===== config.mk =====
export PLATFORM = sky130hd
export DESIGN_NAME = sprb_serial_port_register_bank
export DESIGN_NICKNAME = d
export VERILOG_FILES = /design/src/verilog/sprb_pkg.sv /design/src/verilog/sprb_sync.sv /design/src/verilog/sprb_serial_port_register_bank.sv
export SDC_FILE = /design/constraint.sdc
export NUM_CORES = 1
export LEC_CHECK = 0
export BUFFER_PORTS_ARGS = -buffer_cell sky130_fd_sc_hd__buf_2
export CAP_MARGIN = 15
export CORE_UTILIZATION = 45
export CTS_BUF_LIST = sky130_fd_sc_hd__clkbuf_8
export DETAILED_ROUTE_END_ITERATION = 8
export SLEW_MARGIN = 20
export SYNTH_ARGS = -nofsm -noshare
export SYNTH_HDL_FRONTEND = slang
export SYNTH_SLANG_ARGS = --single-unit

===== constraint.sdc =====
create_clock -name clock -period 11.7 [get_ports clock]
set_input_delay 2.34 -clock clock [delete_from_list [all_inputs] [get_ports clock]]
set_output_delay 2.34 -clock clock [all_outputs]
set_load 0.005 [all_outputs]

===== src/verilog/sprb_pkg.sv =====
/*
  sprb_pkg: constants shared by the serial port register bank.
  Assumes an 8-bit register map of 18 entries at 0x00..0x11 behind a 13-bit address.
*/
package sprb_pkg;
  localparam int REG_COUNT = 18;
  localparam int ADDR_W = 13;

  // command word layout
  localparam int CMD_BITS = 16;
  localparam int CMD_RW_BIT = 15;
  localparam int CMD_LEN_HI = 14;
  localparam int CMD_LEN_LO = 13;
  localparam logic [3:0] CMD_LAST_BIT = 4'hf;
  localparam logic [2:0] BYTE_LAST_BIT = 3'h7;
  localparam logic [1:0] LEN_STREAM = 2'h3;

  // register offsets
  localparam logic [ADDR_W-1:0] ADDR_SERIAL_CONFIG = 13'h0000;
  localparam logic [ADDR_W-1:0] ADDR_READBACK_SELECT = 13'h0004;
  localparam logic [ADDR_W-1:0] ADDR_BUFFER_TRIGGER = 13'h0005;
  localparam logic [ADDR_W-1:0] ADDR_PUMP_CURRENT = 13'h000a;
  localparam logic [ADDR_W-1:0] ADDR_PUMP_OPTIONS = 13'h000b;
  localparam logic [ADDR_W-1:0] ADDR_PUMP_CLOCK_DIV = 13'h000c;
  localparam logic [ADDR_W-1:0] ADDR_BACKLASH_LOCK = 13'h000d;
  localparam logic [ADDR_W-1:0] ADDR_OSC_CAL = 13'h000e;
  localparam logic [ADDR_W-1:0] ADDR_OSC_LEVEL = 13'h000f;
  localparam logic [ADDR_W-1:0] ADDR_OSC_BAND = 13'h0010;

  // field positions
  localparam int LSB_FIRST_BIT_A = 6;
  localparam int LSB_FIRST_BIT_B = 1;
  localparam logic [7:0] SOFT_RESET_MASK = 8'h24;
  localparam int READBACK_BIT = 0;
  localparam int TRIGGER_BIT = 0;
  localparam int CALIBRATE_BIT = 7;

  // the pump current default is not given; plain value
  localparam logic [7:0] PUMP_CURRENT_DEFAULT = 8'h00;

  // reset values, index 17 down to 0
  localparam logic [REG_COUNT-1:0][7:0] REG_RESET = {
    8'h00, 8'h80, 8'h80, 8'h70, 8'h00, 8'h00, 8'h30, PUMP_CURRENT_DEFAULT,
    8'h00, 8'h00, 8'h00, 8'h00, 8'h00, 8'h00, 8'h00, 8'h00, 8'h00, 8'h18};

  // writable bits, index 17 down to 0; all others ignore writes
  localparam logic [REG_COUNT-1:0][7:0] REG_WMASK = {
    8'h00, 8'hfe, 8'hfc, 8'hff, 8'hc1, 8'h07, 8'hff, 8'hff,
    8'h00, 8'h00, 8'h00, 8'h00, 8'h01, 8'h01, 8'h00, 8'h00, 8'h00, 8'h66};

  typedef enum logic [1:0] {
    SPRB_CMD = 2'b01,
    SPRB_DATA = 2'b10
  } sprb_phase_e;
endpackage


===== src/verilog/sprb_sync.sv =====
/*
  sprb_sync: two-flop synchroniser for one asynchronous level.
  Assumes the input is a pin outside the clock domain.
*/
`timescale 1ns/10ps
module sprb_sync (
  input wire logic clock,
  input wire logic rst,
  input wire logic resetValue,
  input wire logic asyncIn,
  output logic syncOut
);
  typedef struct packed {
    logic firstStage;
    logic secondStage;
  } sprb_sync_s;

  sprb_sync_s syncReg, syncNext;

  // stages hold the pin xor its idle level, so reset loads plain zeros
  always_comb begin
    syncNext = syncReg;
    syncNext.firstStage = asyncIn ^ resetValue;
    syncNext.secondStage = syncReg.firstStage; // only reader of the first stage
  end

  // both stages in one register; reset takes constants only
  always_ff @(posedge clock or posedge rst) begin
    if (rst) begin
      syncReg <= '0;
    end else begin
      syncReg <= syncNext;
    end
  end

  // idle level comes back out of reset, so no false edge follows release
  assign syncOut = syncReg.secondStage ^ resetValue;
endmodule


===== src/verilog/sprb_serial_port_register_bank.sv =====
/*
  sprb_serial_port_register_bank: slave of a 3-wire serial control port with buffered registers 0x00..0x11.
  Assumes sclk, csN and sdioIn are asynchronous pins far slower than clock; sdio wire is resolved outside.
*/
// Overview of operation
// - every transaction opens with a 16-bit command of direction, length code and 13-bit address.
// - a top bit of 0 writes the following bytes into the buffer, a top bit of 1 shifts registers out.
// - length codes 00, 01, 10 mean one, two, three bytes and 11 streams until select rises.
// - the address steps down per byte in msb-first order and up per byte in lsb-first order.
// - writes land in buffers made active by an update, and reads return buffers only when readback is set.
// - self-clearing bits are active high and return to 0 when their task has run.
// - read data on the data line changes on falling edges of the shift clock.
// - the pump current is an 8-bit field of about 3.5 uA per step.
`timescale 1ns/10ps
module sprb_serial_port_register_bank (
  input wire logic clock,
  input wire logic rst,
  input wire logic sclk,
  input wire logic csN,
  input wire logic sdioIn,
  output logic sdioOut,
  output logic sdioOe,
  output logic [7:0] pumpCurrent,
  output logic [7:0] pumpOptions,
  output logic [7:0] pumpClockDiv,
  output logic [7:0] backlashLock,
  output logic [7:0] oscCalControl,
  output logic [7:0] oscLevel,
  output logic [7:0] oscBand,
  output logic calibrateStart,
  output logic lsbFirstActive
);
  import sprb_pkg::*;

  typedef struct packed {
    sprb_phase_e phase;
    logic sclkPrev;
    logic csPrev;
    logic [15:0] shiftIn;
    logic [3:0] bitCnt;
    logic isRead;
    logic [1:0] lenCode;
    logic [1:0] byteCnt;
    logic done;
    logic [ADDR_W-1:0] addr;
    logic [7:0] txByte;
    logic sdioOut;
    logic sdioOe;
    logic calPulse;
    logic [REG_COUNT-1:0][7:0] bufRegs;
    logic [REG_COUNT-1:0][7:0] actRegs;
  } sprb_state_s;

  sprb_state_s stReg, stNext;
  logic sclkS, csS, dinS;
  logic sclkRise, sclkFall, csRise, lsbFirst, byteEnd, cmdEnd;

  sprb_sync syncSclk (.clock(clock), .rst(rst), .resetValue(1'b0), .asyncIn(sclk), .syncOut(sclkS));
  sprb_sync syncCs (.clock(clock), .rst(rst), .resetValue(1'b1), .asyncIn(csN), .syncOut(csS));
  sprb_sync syncDin (.clock(clock), .rst(rst), .resetValue(1'b0), .asyncIn(sdioIn), .syncOut(dinS));

  // edges seen on the synchronised pins
  assign sclkRise = sclkS & ~stReg.sclkPrev;
  assign sclkFall = ~sclkS & stReg.sclkPrev;
  assign csRise = csS & ~stReg.csPrev;
  assign lsbFirst = stReg.actRegs[0][LSB_FIRST_BIT_A] | stReg.actRegs[0][LSB_FIRST_BIT_B];
  assign cmdEnd = ~csS & sclkRise & (stReg.phase == SPRB_CMD) & (stReg.bitCnt == CMD_LAST_BIT);
  assign byteEnd = ~csS & sclkRise & (stReg.phase == SPRB_DATA) & ~stReg.done
    & (stReg.bitCnt[2:0] == BYTE_LAST_BIT);

  // register read view: active unless readback asks for the buffers
  function automatic logic [7:0] readReg(input sprb_state_s s, input logic [ADDR_W-1:0] a);
    logic [7:0] val;
    val = 8'h00;
    if (a < ADDR_W'(REG_COUNT)) begin
      if (s.actRegs[ADDR_READBACK_SELECT][READBACK_BIT]) begin
        val = s.bufRegs[a[4:0]];
      end else begin
        val = s.actRegs[a[4:0]];
      end
    end
    return val;
  endfunction

  always_comb begin
    logic [15:0] sh;
    logic [7:0] wdata;
    logic [ADDR_W-1:0] nextAddr;
    sh = stReg.shiftIn;
    wdata = 8'h00;
    nextAddr = stReg.addr;
    stNext = stReg;
    stNext.sclkPrev = sclkS;
    stNext.csPrev = csS;
    stNext.calPulse = 1'b0;
    // calibrate bit self-clears one cycle after it becomes active
    if (stReg.actRegs[ADDR_OSC_CAL][CALIBRATE_BIT]) begin
      stNext.calPulse = 1'b1;
      stNext.actRegs[ADDR_OSC_CAL][CALIBRATE_BIT] = 1'b0;
      stNext.bufRegs[ADDR_OSC_CAL][CALIBRATE_BIT] = 1'b0;
    end
    if (csS) begin
      // select high: release the line; abort on non-byte boundary, else stall or end
      stNext.sdioOe = 1'b0;
      if (csRise) begin
        if (stReg.bitCnt[2:0] != 3'h0 || (stReg.phase == SPRB_DATA
            && (stReg.lenCode == LEN_STREAM || stReg.done))) begin
          stNext.phase = SPRB_CMD;
          stNext.bitCnt = 4'h0;
          stNext.done = 1'b0;
          stNext.byteCnt = 2'h0;
        end
      end
    end else if (sclkRise) begin
      // capture on rising shift clock edges
      if (lsbFirst) begin
        sh = (stReg.phase == SPRB_CMD) ? {dinS, stReg.shiftIn[15:1]} : {8'h00, dinS, stReg.shiftIn[7:1]};
      end else begin
        sh = {stReg.shiftIn[14:0], dinS};
      end
      if (stReg.phase == SPRB_CMD) begin
        stNext.shiftIn = sh;
        stNext.bitCnt = stReg.bitCnt + 4'h1;
        if (cmdEnd) begin
          stNext.isRead = sh[CMD_RW_BIT];
          stNext.lenCode = sh[CMD_LEN_HI:CMD_LEN_LO];
          stNext.addr = sh[ADDR_W-1:0];
          stNext.phase = SPRB_DATA;
          stNext.bitCnt = 4'h0;
          stNext.byteCnt = 2'h0;
          stNext.done = 1'b0;
          stNext.txByte = readReg(stReg, sh[ADDR_W-1:0]);
        end
      end else if (!stReg.done) begin
        stNext.shiftIn = sh;
        stNext.bitCnt = {1'b0, stReg.bitCnt[2:0] + 3'h1};
        if (byteEnd) begin
          wdata = sh[7:0]; // both orders assemble the byte in the low half
          nextAddr = lsbFirst ? stReg.addr + 13'h0001 : stReg.addr - 13'h0001;
          stNext.addr = nextAddr;
          stNext.bitCnt = 4'h0;
          stNext.byteCnt = stReg.byteCnt + 2'h1;
          stNext.done = (stReg.lenCode != LEN_STREAM) && (stReg.byteCnt == stReg.lenCode);
          if (!stReg.isRead && stReg.addr < ADDR_W'(REG_COUNT)) begin
            stNext.bufRegs[stReg.addr[4:0]] = (stReg.bufRegs[stReg.addr[4:0]] & ~REG_WMASK[stReg.addr[4:0]])
              | (wdata & REG_WMASK[stReg.addr[4:0]]);
            if (stReg.addr == ADDR_SERIAL_CONFIG && (wdata & SOFT_RESET_MASK) != 8'h00) begin
              stNext.bufRegs = REG_RESET;
              stNext.actRegs = REG_RESET;
            end else if (stReg.addr == ADDR_BUFFER_TRIGGER && wdata[TRIGGER_BIT]) begin
              stNext.bufRegs[ADDR_BUFFER_TRIGGER][TRIGGER_BIT] = 1'b0;
              stNext.actRegs = stNext.bufRegs;
              stNext.bufRegs[ADDR_OSC_CAL][CALIBRATE_BIT] = 1'b0;
            end
          end
          if (stReg.isRead) begin
            stNext.txByte = readReg(stReg, nextAddr);
          end
        end
      end
    end else if (sclkFall && stReg.phase == SPRB_DATA && stReg.isRead && !stReg.done) begin
      // read data changes only on falling edges
      stNext.sdioOe = 1'b1;
      if (lsbFirst) begin
        stNext.sdioOut = stReg.txByte[0];
        stNext.txByte = {1'b0, stReg.txByte[7:1]};
      end else begin
        stNext.sdioOut = stReg.txByte[7];
        stNext.txByte = {stReg.txByte[6:0], 1'b0};
      end
    end
  end

  // whole state in one register; reset takes constants only
  always_ff @(posedge clock or posedge rst) begin
    if (rst) begin
      stReg <= '{phase: SPRB_CMD, sclkPrev: 1'b0, csPrev: 1'b1, shiftIn: 16'h0000, bitCnt: 4'h0,
        isRead: 1'b0, lenCode: 2'h0, byteCnt: 2'h0, done: 1'b0, addr: 13'h0000, txByte: 8'h00,
        sdioOut: 1'b0, sdioOe: 1'b0, calPulse: 1'b0, bufRegs: REG_RESET, actRegs: REG_RESET};
    end else begin
      stReg <= stNext;
    end
  end

  // outputs straight from the state register; register fields from the active registers
  assign sdioOut = stReg.sdioOut;
  assign sdioOe = stReg.sdioOe;
  assign pumpCurrent = stReg.actRegs[ADDR_PUMP_CURRENT];
  assign pumpOptions = stReg.actRegs[ADDR_PUMP_OPTIONS];
  assign pumpClockDiv = stReg.actRegs[ADDR_PUMP_CLOCK_DIV];
  assign backlashLock = stReg.actRegs[ADDR_BACKLASH_LOCK];
  assign oscCalControl = stReg.actRegs[ADDR_OSC_CAL];
  assign oscLevel = stReg.actRegs[ADDR_OSC_LEVEL];
  assign oscBand = stReg.actRegs[ADDR_OSC_BAND];
  assign calibrateStart = stReg.calPulse;
  assign lsbFirstActive = lsbFirst;
endmodule


==> results.json, run 1 <==
{
  "die_area_mm2": 0.0484,
  "cp.required_ps": 12300,
  "layout.nets": 2139,
  "yosysUniqueCellTypes": 87,
  "global_route.usage.total": 0.338,
  "floorplan.initialDensity": 0.458,
  "switching_share": 0.296,
  "core_area_mm2": 0.0468,
  "slew_headroom": 0.180,
  "setup-violations-final": 0,
  "syn-mean-instance-area_um2": 9.80,
  "cp-endpoint": "oscBand[7]$_DFFE_PP1P_",
  "clock_edge_transition_at_the_registers_on_the_reported_setup_and_hold_paths_ps": 60,
  "startpoint": "stReg[1]$_DFFE_PP0P_",
  "cp_data_arrival_time_ps": 5720,
  "cts_hold_buf": 0,
  "cts.repair.resized": 0,
  "switching_power_mw": 0.818,
  "drt_first_pass_iters": 8,
  "worstReg2RegStart": "stReg[1]$_DFFE_PP0P_",
  "timing.reg2reg.worst_path_depth": 9,
  "drt_iter0_drc": 2605,
  "detailroute.via_count": 19000,
  "timing.hold.worst.class": "reg2reg",
  "fin_crit_sh": 0.437,
  "power.static_leakage_nw": 9.50,
  "netlist_instances": 2182,
  "regToRegSetupSlack_ps": 6580,
  "yosysWarnings": 0,
  "status": "complete, but fails checks",
  "power_frac_seq": 0.454,
  "cp-end-kind": "flop",
  "place.gp.congestion": 0.972,
  "number_of_flip_flops_and_latches_in_the_synthesized_netlist": 347,
  "grt_first_pass_wirelength_um": 120000,
  "layout_cells_sized_above_1": 0.187,
  "die_outline_width_um": 220,
  "detailed_place_hpwl_um": 54000,
  "synth.net_count": 2192,
  "drc": 8,
  "cts-buffers-inserted": 59,
  "rsz0062_at_grt": "no",
  "critical_path_peak_fanout": 71,
  "io_pins": 65,
  "drt-total-wl_um": 80900,
  "port-buffer-count": 64,
  "drt-wirelength-per-cell_um": 29.0,
  "cts_tree": "built",
  "r2r-end": "oscBand[7]$_DFFE_PP1P_",
  "finalHoldViolations": 0,
  "setup.worst_path.start_class": "flop",
  "critPathKind": "reg2reg",
  "report.final.slew_viol_count": 0,
  "synth_enable_flop_cells": 0,
  "final.fill_count": 4371,
  "power.ir.vdd_worst_mv": 0.0671,
  "finalClockSkew_ps": 42.2,
  "instances_no_fill": 2785,
  "clock-sinks": 347,
  "clock-root-buffer": "sky130_fd_sc_hd__clkbuf_8",
  "power-per-cell-area_mw_per_mm2": 121,
  "mappedNetlistArea_mm2": 0.0214,
  "synth_ff_type": "sky130_fd_sc_hd__dfrtp_1",
  "cts.repair_timing.setup_buffer_count": 0,
  "synth_largest_type_area_fraction": 0.383,
  "worst_skew_pair.late_latency_ps": 710,
  "clockPowerShare": 0.426,
  "p_comb_frac": 0.120,
  "globalRouteOverflowTotal": 0,
  "post-place-cells": 2673,
  "fmax_ghz": 0.195,
  "height_of_the_die_um": 220,
  "ant_nets": 0,
  "htreeDepth": 2,
  "synth.largest_area_cell": "sky130_fd_sc_hd__dfrtp_1",
  "top_cells_by_area_synth": "sky130_fd_sc_hd__dfrtp_1, sky130_fd_sc_hd__mux4_2, sky130_fd_sc_hd__nand2_1",
  "internal_portion_of_total_power_mw": 1.95,
  "antenna_found_initial": 2,
  "timing_worst_slew_pin_value_ps": 1220,
  "area.growth.synth_to_final_pct": 7.15,
  "core.rowCount": 79,
  "final_period_minus_worst_setup_slack_ps": 5120,
  "largest_net_degree_at_the_start_of_global_routing": 81,
  "synth_sequential_area_ratio": 0.407,
  "avgViaCountPerCell": 6.84,
  "grt_pass1_vias": 18000,
  "cts-root-to-sink-buffers": 3,
  "failed_checks": "DRC",
  "final.setup.tns_ps": 0,
  "max_cap_viols": 0,
  "synth-async-reset-ratio": 1.00
}
## cell usage in the layout (no fill, tap or decap), types with 18 or more instances in the layout
| cell | instances |
|---|---|
| sky130_fd_sc_hd__buf_2 | 64 |
| sky130_fd_sc_hd__dfrtp_1 | 325 |
| sky130_fd_sc_hd__o21ai_0 | 165 |
| sky130_fd_sc_hd__inv_1 | 29 |
| sky130_fd_sc_hd__and3_1 | 21 |
| sky130_fd_sc_hd__dfstp_2 | 20 |
| sky130_fd_sc_hd__nand4_1 | 18 |
| sky130_fd_sc_hd__a22oi_1 | 27 |
| sky130_fd_sc_hd__nand2_1 | 375 |
| sky130_fd_sc_hd__nand3_1 | 71 |
| sky130_fd_sc_hd__clkbuf_8 | 81 |
| sky130_fd_sc_hd__a21oi_1 | 106 |
| sky130_fd_sc_hd__buf_4 | 51 |
| sky130_fd_sc_hd__and2_1 | 67 |
| sky130_fd_sc_hd__a22o_1 | 96 |
| sky130_fd_sc_hd__a31oi_1 | 29 |
| sky130_fd_sc_hd__mux2i_1 | 93 |
| sky130_fd_sc_hd__nor3_1 | 28 |
| sky130_fd_sc_hd__mux4_2 | 118 |
| sky130_fd_sc_hd__nor2_1 | 123 |
## layout make-up
cell class,instances,area [um^2],area share
Clock inverter,28,154,0.00671
Multi-Input combinational cell,1588,11400,0.495
Antenna cell,1,2.50,0.000109
Tap cell,607,759,0.0331
Sequential cell,347,8710,0.380
Inverter,15,60.1,0.00262
Timing Repair Buffer,118,762,0.0332
Clock buffer,81,1110,0.0486
## layer usage
metal | track usage | vias to the layer above | share of wire
li1 | - | 7883 | -
met1 | 0.454 | 9521 | 0.39
met2 | 0.489 | 1365 | 0.43
met3 | 0.104 | 273 | 0.13
met4 | 0.172 | 2 | 0.055
met5 | 0 | - | 0.00014
## worst max-delay path: stages (launching register included)
cell                      delay [ps]
sky130_fd_sc_hd__dfrtp_1         970
sky130_fd_sc_hd__or2_2           280
sky130_fd_sc_hd__buf_4           490
sky130_fd_sc_hd__mux2i_1         920
sky130_fd_sc_hd__nand2_1         150
sky130_fd_sc_hd__and3_1          290
sky130_fd_sc_hd__o21ai_4         730
sky130_fd_sc_hd__buf_4           800
sky130_fd_sc_hd__nand2_1         140
sky130_fd_sc_hd__o21ai_0         120
## cells in the mapped netlist, types with 4 or more instances
cell and n:
sky130_fd_sc_hd__buf_2 60, sky130_fd_sc_hd__a22oi_1 27, sky130_fd_sc_hd__buf_4 78, sky130_fd_sc_hd__o21ai_0 167, sky130_fd_sc_hd__clkbuf_1 72, sky130_fd_sc_hd__buf_1 8, sky130_fd_sc_hd__inv_1 12, sky130_fd_sc_hd__nor3_1 28
sky130_fd_sc_hd__a311oi_1 4, sky130_fd_sc_hd__dfstp_2 20, sky130_fd_sc_hd__o221ai_1 8, sky130_fd_sc_hd__nand2_1 376, sky130_fd_sc_hd__mux4_2 118, sky130_fd_sc_hd__nor3b_1 5, sky130_fd_sc_hd__a31o_2 5, sky130_fd_sc_hd__nor2b_1 12
sky130_fd_sc_hd__ha_1 5, sky130_fd_sc_hd__nand3_1 71, sky130_fd_sc_hd__nand2b_1 5, sky130_fd_sc_hd__mux2_2 16, sky130_fd_sc_hd__nand4_1 18, sky130_fd_sc_hd__or3_1 13, sky130_fd_sc_hd__buf_6 13, sky130_fd_sc_hd__nor4_1 6
sky130_fd_sc_hd__dfrtp_1 327, sky130_fd_sc_hd__a211oi_1 12, sky130_fd_sc_hd__a21o_1 7, sky130_fd_sc_hd__o21a_1 9, sky130_fd_sc_hd__or2_2 4, sky130_fd_sc_hd__nor2_1 125, sky130_fd_sc_hd__and2_1 67, sky130_fd_sc_hd__o2111ai_1 12
sky130_fd_sc_hd__o211ai_1 7, sky130_fd_sc_hd__o22a_1 4, sky130_fd_sc_hd__and3_1 21, sky130_fd_sc_hd__a2111oi_0 10, sky130_fd_sc_hd__a22o_1 96, sky130_fd_sc_hd__a21oi_1 107, sky130_fd_sc_hd__mux2i_1 93, sky130_fd_sc_hd__o21ai_1 15
sky130_fd_sc_hd__xnor2_1 6, sky130_fd_sc_hd__a32oi_1 5, sky130_fd_sc_hd__o22ai_1 8, sky130_fd_sc_hd__a221oi_1 4, sky130_fd_sc_hd__a31oi_1 31
## power groups by stage
stage | combinational, mW | clock [mW] | sequential, mW
after floorplan | 0.208 | 0 | 1.25
final | 0.332 | 1.18 | 1.26
after CTS | 0.318 | 1.19 | 1.25
after detailed placement | 0.318 | 0 | 1.28
after global placement | 0.313 | 0 | 1.27
after global routing | 0.348 | 1.24 | 1.26
## logic make-up (layout without fill, tap and decap cells)
kind of cell / after synthesis / in the layout / share of synthesized area
AO/OA/AOI/OAI: 569 / 569 / 0.176
XOR/XNOR: 10 / 10 / 0.00480
adder cells (fa/ha/maj): 5 / 5 / 0.00292
buffers and inverters: 247 / 242 / 0.0656
flip-flops: 347 / 347 / 0.407
multiplexers: 228 / 228 / 0.177
other: 0 / 1 / 0
AND/OR/NAND/NOR: 776 / 776 / 0.167
## sequential cells by signal, summed over array words and instances (netlist names), 8 cells and up
signal         count
stReg            282
oscCalControl      8
oscBand            8
pumpOptions        8
pumpCurrent        8
oscLevel           8
backlashLock       8
pumpClockDiv       8
## worst min path at each step
stage / start / end / slack (ps) / depth (start not counted)
2_1_floorplan: syncCs.syncNext[0]$_DFF_PP0_ / syncCs.syncReg[0]$_DFF_PP0_ / 330 / 0
3_3_place_gp: syncDin.syncNext[0]$_DFF_PP0_ / syncDin.syncReg[0]$_DFF_PP0_ / 340 / 0
3_5_place_dp: syncSclk.syncNext[0]$_DFF_PP0_ / syncSclk.syncReg[0]$_DFF_PP0_ / 340 / 0
4_1_cts: syncDin.syncNext[0]$_DFF_PP0_ / syncDin.syncReg[0]$_DFF_PP0_ / 350 / 0
5_1_grt: syncSclk.syncNext[0]$_DFF_PP0_ / syncSclk.syncReg[0]$_DFF_PP0_ / 360 / 0
6_report: syncSclk.syncNext[0]$_DFF_PP0_ / syncSclk.syncReg[0]$_DFF_PP0_ / 350 / 0
## per-stage QoR
stage	hold WS (ps)	power (mW)	area, um^2	setup slack, ps	utilization
final	350	2.76	22900	6580	0.490
after global routing	360	2.84	22900	6380	0.490
after CTS	352	2.76	22900	6710	0.489
after floorplan	331	1.46	21400	4730	-
after global placement	337	1.59	21600	6850	0.462
after detailed placement	340	1.59	21600	6790	0.462
(Power assumes the default switching activity.)
==> inputs of run 2 (changes only) <==
Clock period 11.7 ns to 4.1 ns, I/O delays scaled along.
==> results.json, run 2 (synthesis results as in run 1) <==
{
  "cts_tree": "built",
  "timing.hold.worst.class": "in2reg",
  "die_outline_width_um": 220,
  "slew_headroom": 0.354,
  "status": "complete, but fails checks",
  "die_area_mm2": 0.0484,
  "regToRegSetupSlack_ps": 430,
  "layout_cells_sized_above_1": 0.204,
  "worst_skew_pair.late_latency_ps": 690,
  "critical-path-slowest-cell": "sky130_fd_sc_hd__o41ai_1",
  "power-per-cell-area_mw_per_mm2": 339,
  "max_cap_viols": 0,
  "htreeDepth": 2,
  "worst-path-buf-inv": 2,
  "total_power_mw": 7.94,
  "core_area_mm2": 0.0468,
  "power.static_leakage_nw": 9.81,
  "avgViaCountPerCell": 6.74,
  "finalHoldViolations": 0,
  "global_route.usage.total": 0.357,
  "most-common-layout-cells": "sky130_fd_sc_hd__nand2_1, sky130_fd_sc_hd__dfrtp_1, sky130_fd_sc_hd__o21ai_0",
  "drt-total-wl_um": 84900,
  "final.setup.tns_ps": 0,
  "floorplan.initialDensity": 0.458,
  "cts-buffers-inserted": 61,
  "path_delay_family": "compound AO/OA/AOI/OAI gates",
  "globalRouteOverflowTotal": 0,
  "cts.repair_timing.setup_buffer_count": 0,
  "power.ir.vdd_worst_mv": 0.207,
  "critical_path_peak_fanout": 63,
  "cts-root-to-sink-buffers": 3,
  "rsz0062_at_grt": "no",
  "place.gp.congestion": 1.01,
  "grt_pass1_vias": 18700,
  "r2r-end": "stReg[292]$_DFFE_PP0P_",
  "largest_net_degree_at_the_start_of_global_routing": 141,
  "cp_data_arrival_time_ps": 4280,
  "worstReg2RegStart": "stReg[1]$_DFFE_PP0P_",
  "cts_hold_buf": 0,
  "cp.required_ps": 4710,
  "drt_first_pass_iters": 9,
  "drt_iter0_drc": 2441,
  "finalClockSkew_ps": 24.6,
  "critPathKind": "reg2reg",
  "height_of_the_die_um": 220,
  "crit_chain": "buf_4, or3b_2, nand2_4, buf_12, a2111oi_0, o41ai_1, o2111ai_1, a21oi_1, o21a_1, a31o_1",
  "setup.worst_path.start_class": "flop",
  "layout.nets": 2192,
  "port-buffer-count": 64,
  "failed_checks": "DRC",
  "core.rowCount": 79,
  "clock-root-buffer": "sky130_fd_sc_hd__clkbuf_8",
  "fmax_ghz": 0.272,
  "timing.hold.worst_path_depth": 1,
  "clock_edge_transition_at_the_registers_on_the_reported_setup_and_hold_paths_ps": 70,
  "grt_first_pass_wirelength_um": 127000,
  "io_pins": 65,
  "max_stage_delay_ps": 820,
  "timing.reg2reg.worst_path_depth": 10,
  "detailroute.via_count": 19200,
  "timing_worst_slew_pin_value_ps": 966,
  "setup-violations-final": 0,
  "drc": 8,
  "ant_nets": 0,
  "cts.repair.resized": 0,
  "final_period_minus_worst_setup_slack_ps": 3670,
  "hold_path_startpoint": "sdioIn",
  "layout_commonest_cell": "sky130_fd_sc_hd__nand2_1",
  "detailed_place_hpwl_um": 58600,
  "top_register": "stReg",
  "largest_reg_flops": 282,
  "area.growth.synth_to_final_pct": 9.42,
  "worst_hold_path.endpoint": "syncDin.syncNext[0]$_DFF_PP0_",
  "report.final.slew_viol_count": 0,
  "drt-wirelength-per-cell_um": 29.9,
  "fin_crit_sh": 0.896,
  "hold-worst-slack_ps": 249,
  "cp-end-kind": "flop",
  "antenna_found_initial": 2,
  "clock-sinks": 347
}
-- run 2: layout make-up --
cell class / instances / area, um^2
flip-flops and latches: 347 / 8710
inverters: 15 / 60.1
diodes: 3 / 7.51
clock buffers: 79 / 1090
well taps: 607 / 759
multi-input cells: 1588 / 11300
fillers: 4357 / 23300
clock inverters: 37 / 183
repair buffers: 169 / 1260
-- run 2: worst max path at each step --
stage                              start                          end  cells after the start
finish              stReg[1]$_DFFE_PP0P_       stReg[292]$_DFFE_PP0P_                     10
global route        stReg[1]$_DFFE_PP0P_       stReg[295]$_DFFE_PP0P_                     11
CTS                 stReg[1]$_DFFE_PP0P_       stReg[292]$_DFFE_PP0P_                     10
detailed placement  stReg[1]$_DFFE_PP0P_       stReg[297]$_DFFE_PP0P_                     11
global placement    stReg[1]$_DFFE_PP0P_       stReg[292]$_DFFE_PP0P_                     10
floorplan                            rst  backlashLock[0]$_DFFE_PP0P_                      1
-- run 2: routing by layer --
| metal | track usage | vias up | part of all wire |
|---|---|---|---|
| met5 | 0 | - | 0 |
| met4 | 0.175 | 0 | 0.052 |
| met3 | 0.0794 | 287 | 0.10 |
| met2 | 0.524 | 1239 | 0.43 |
| met1 | 0.497 | 9651 | 0.41 |
| li1 | - | 7999 | - |
-- run 2: worst reg2reg max path, delay by kind of cell, from the launching register on --
kind / cells / cell delay, ps
buffers and inverters: 2 / 540
AOI/OAI and AO/OA: 6 / 1700
and+or+nand+nor: 2 / 1000
DFF: 1 / 370
-- run 2: per-stage QoR --
stage / worst slack (ps) / cell area (um^2) / util / cells
5_1_grt: 262 / 23400 / 0.500 / 2842
3_5_place_dp: 501 / 22100 / 0.473 / 2726
6_report: 428 / 23400 / 0.501 / 2845
4_1_cts: 472 / 23400 / 0.500 / 2842
3_3_place_gp: 490 / 22100 / 0.473 / 2726
2_1_floorplan: -1350 / 21400 / - / 2182
-- run 2: power breakdown --
| part | leakage [nW] | internal (mW) | switching (mW) |
|---|---|---|---|
| clock network | 0.753 | 1.78 | 1.57 |
| logic | 4.36 | 0.304 | 0.699 |
| registers | 4.70 | 3.48 | 0.0984 |
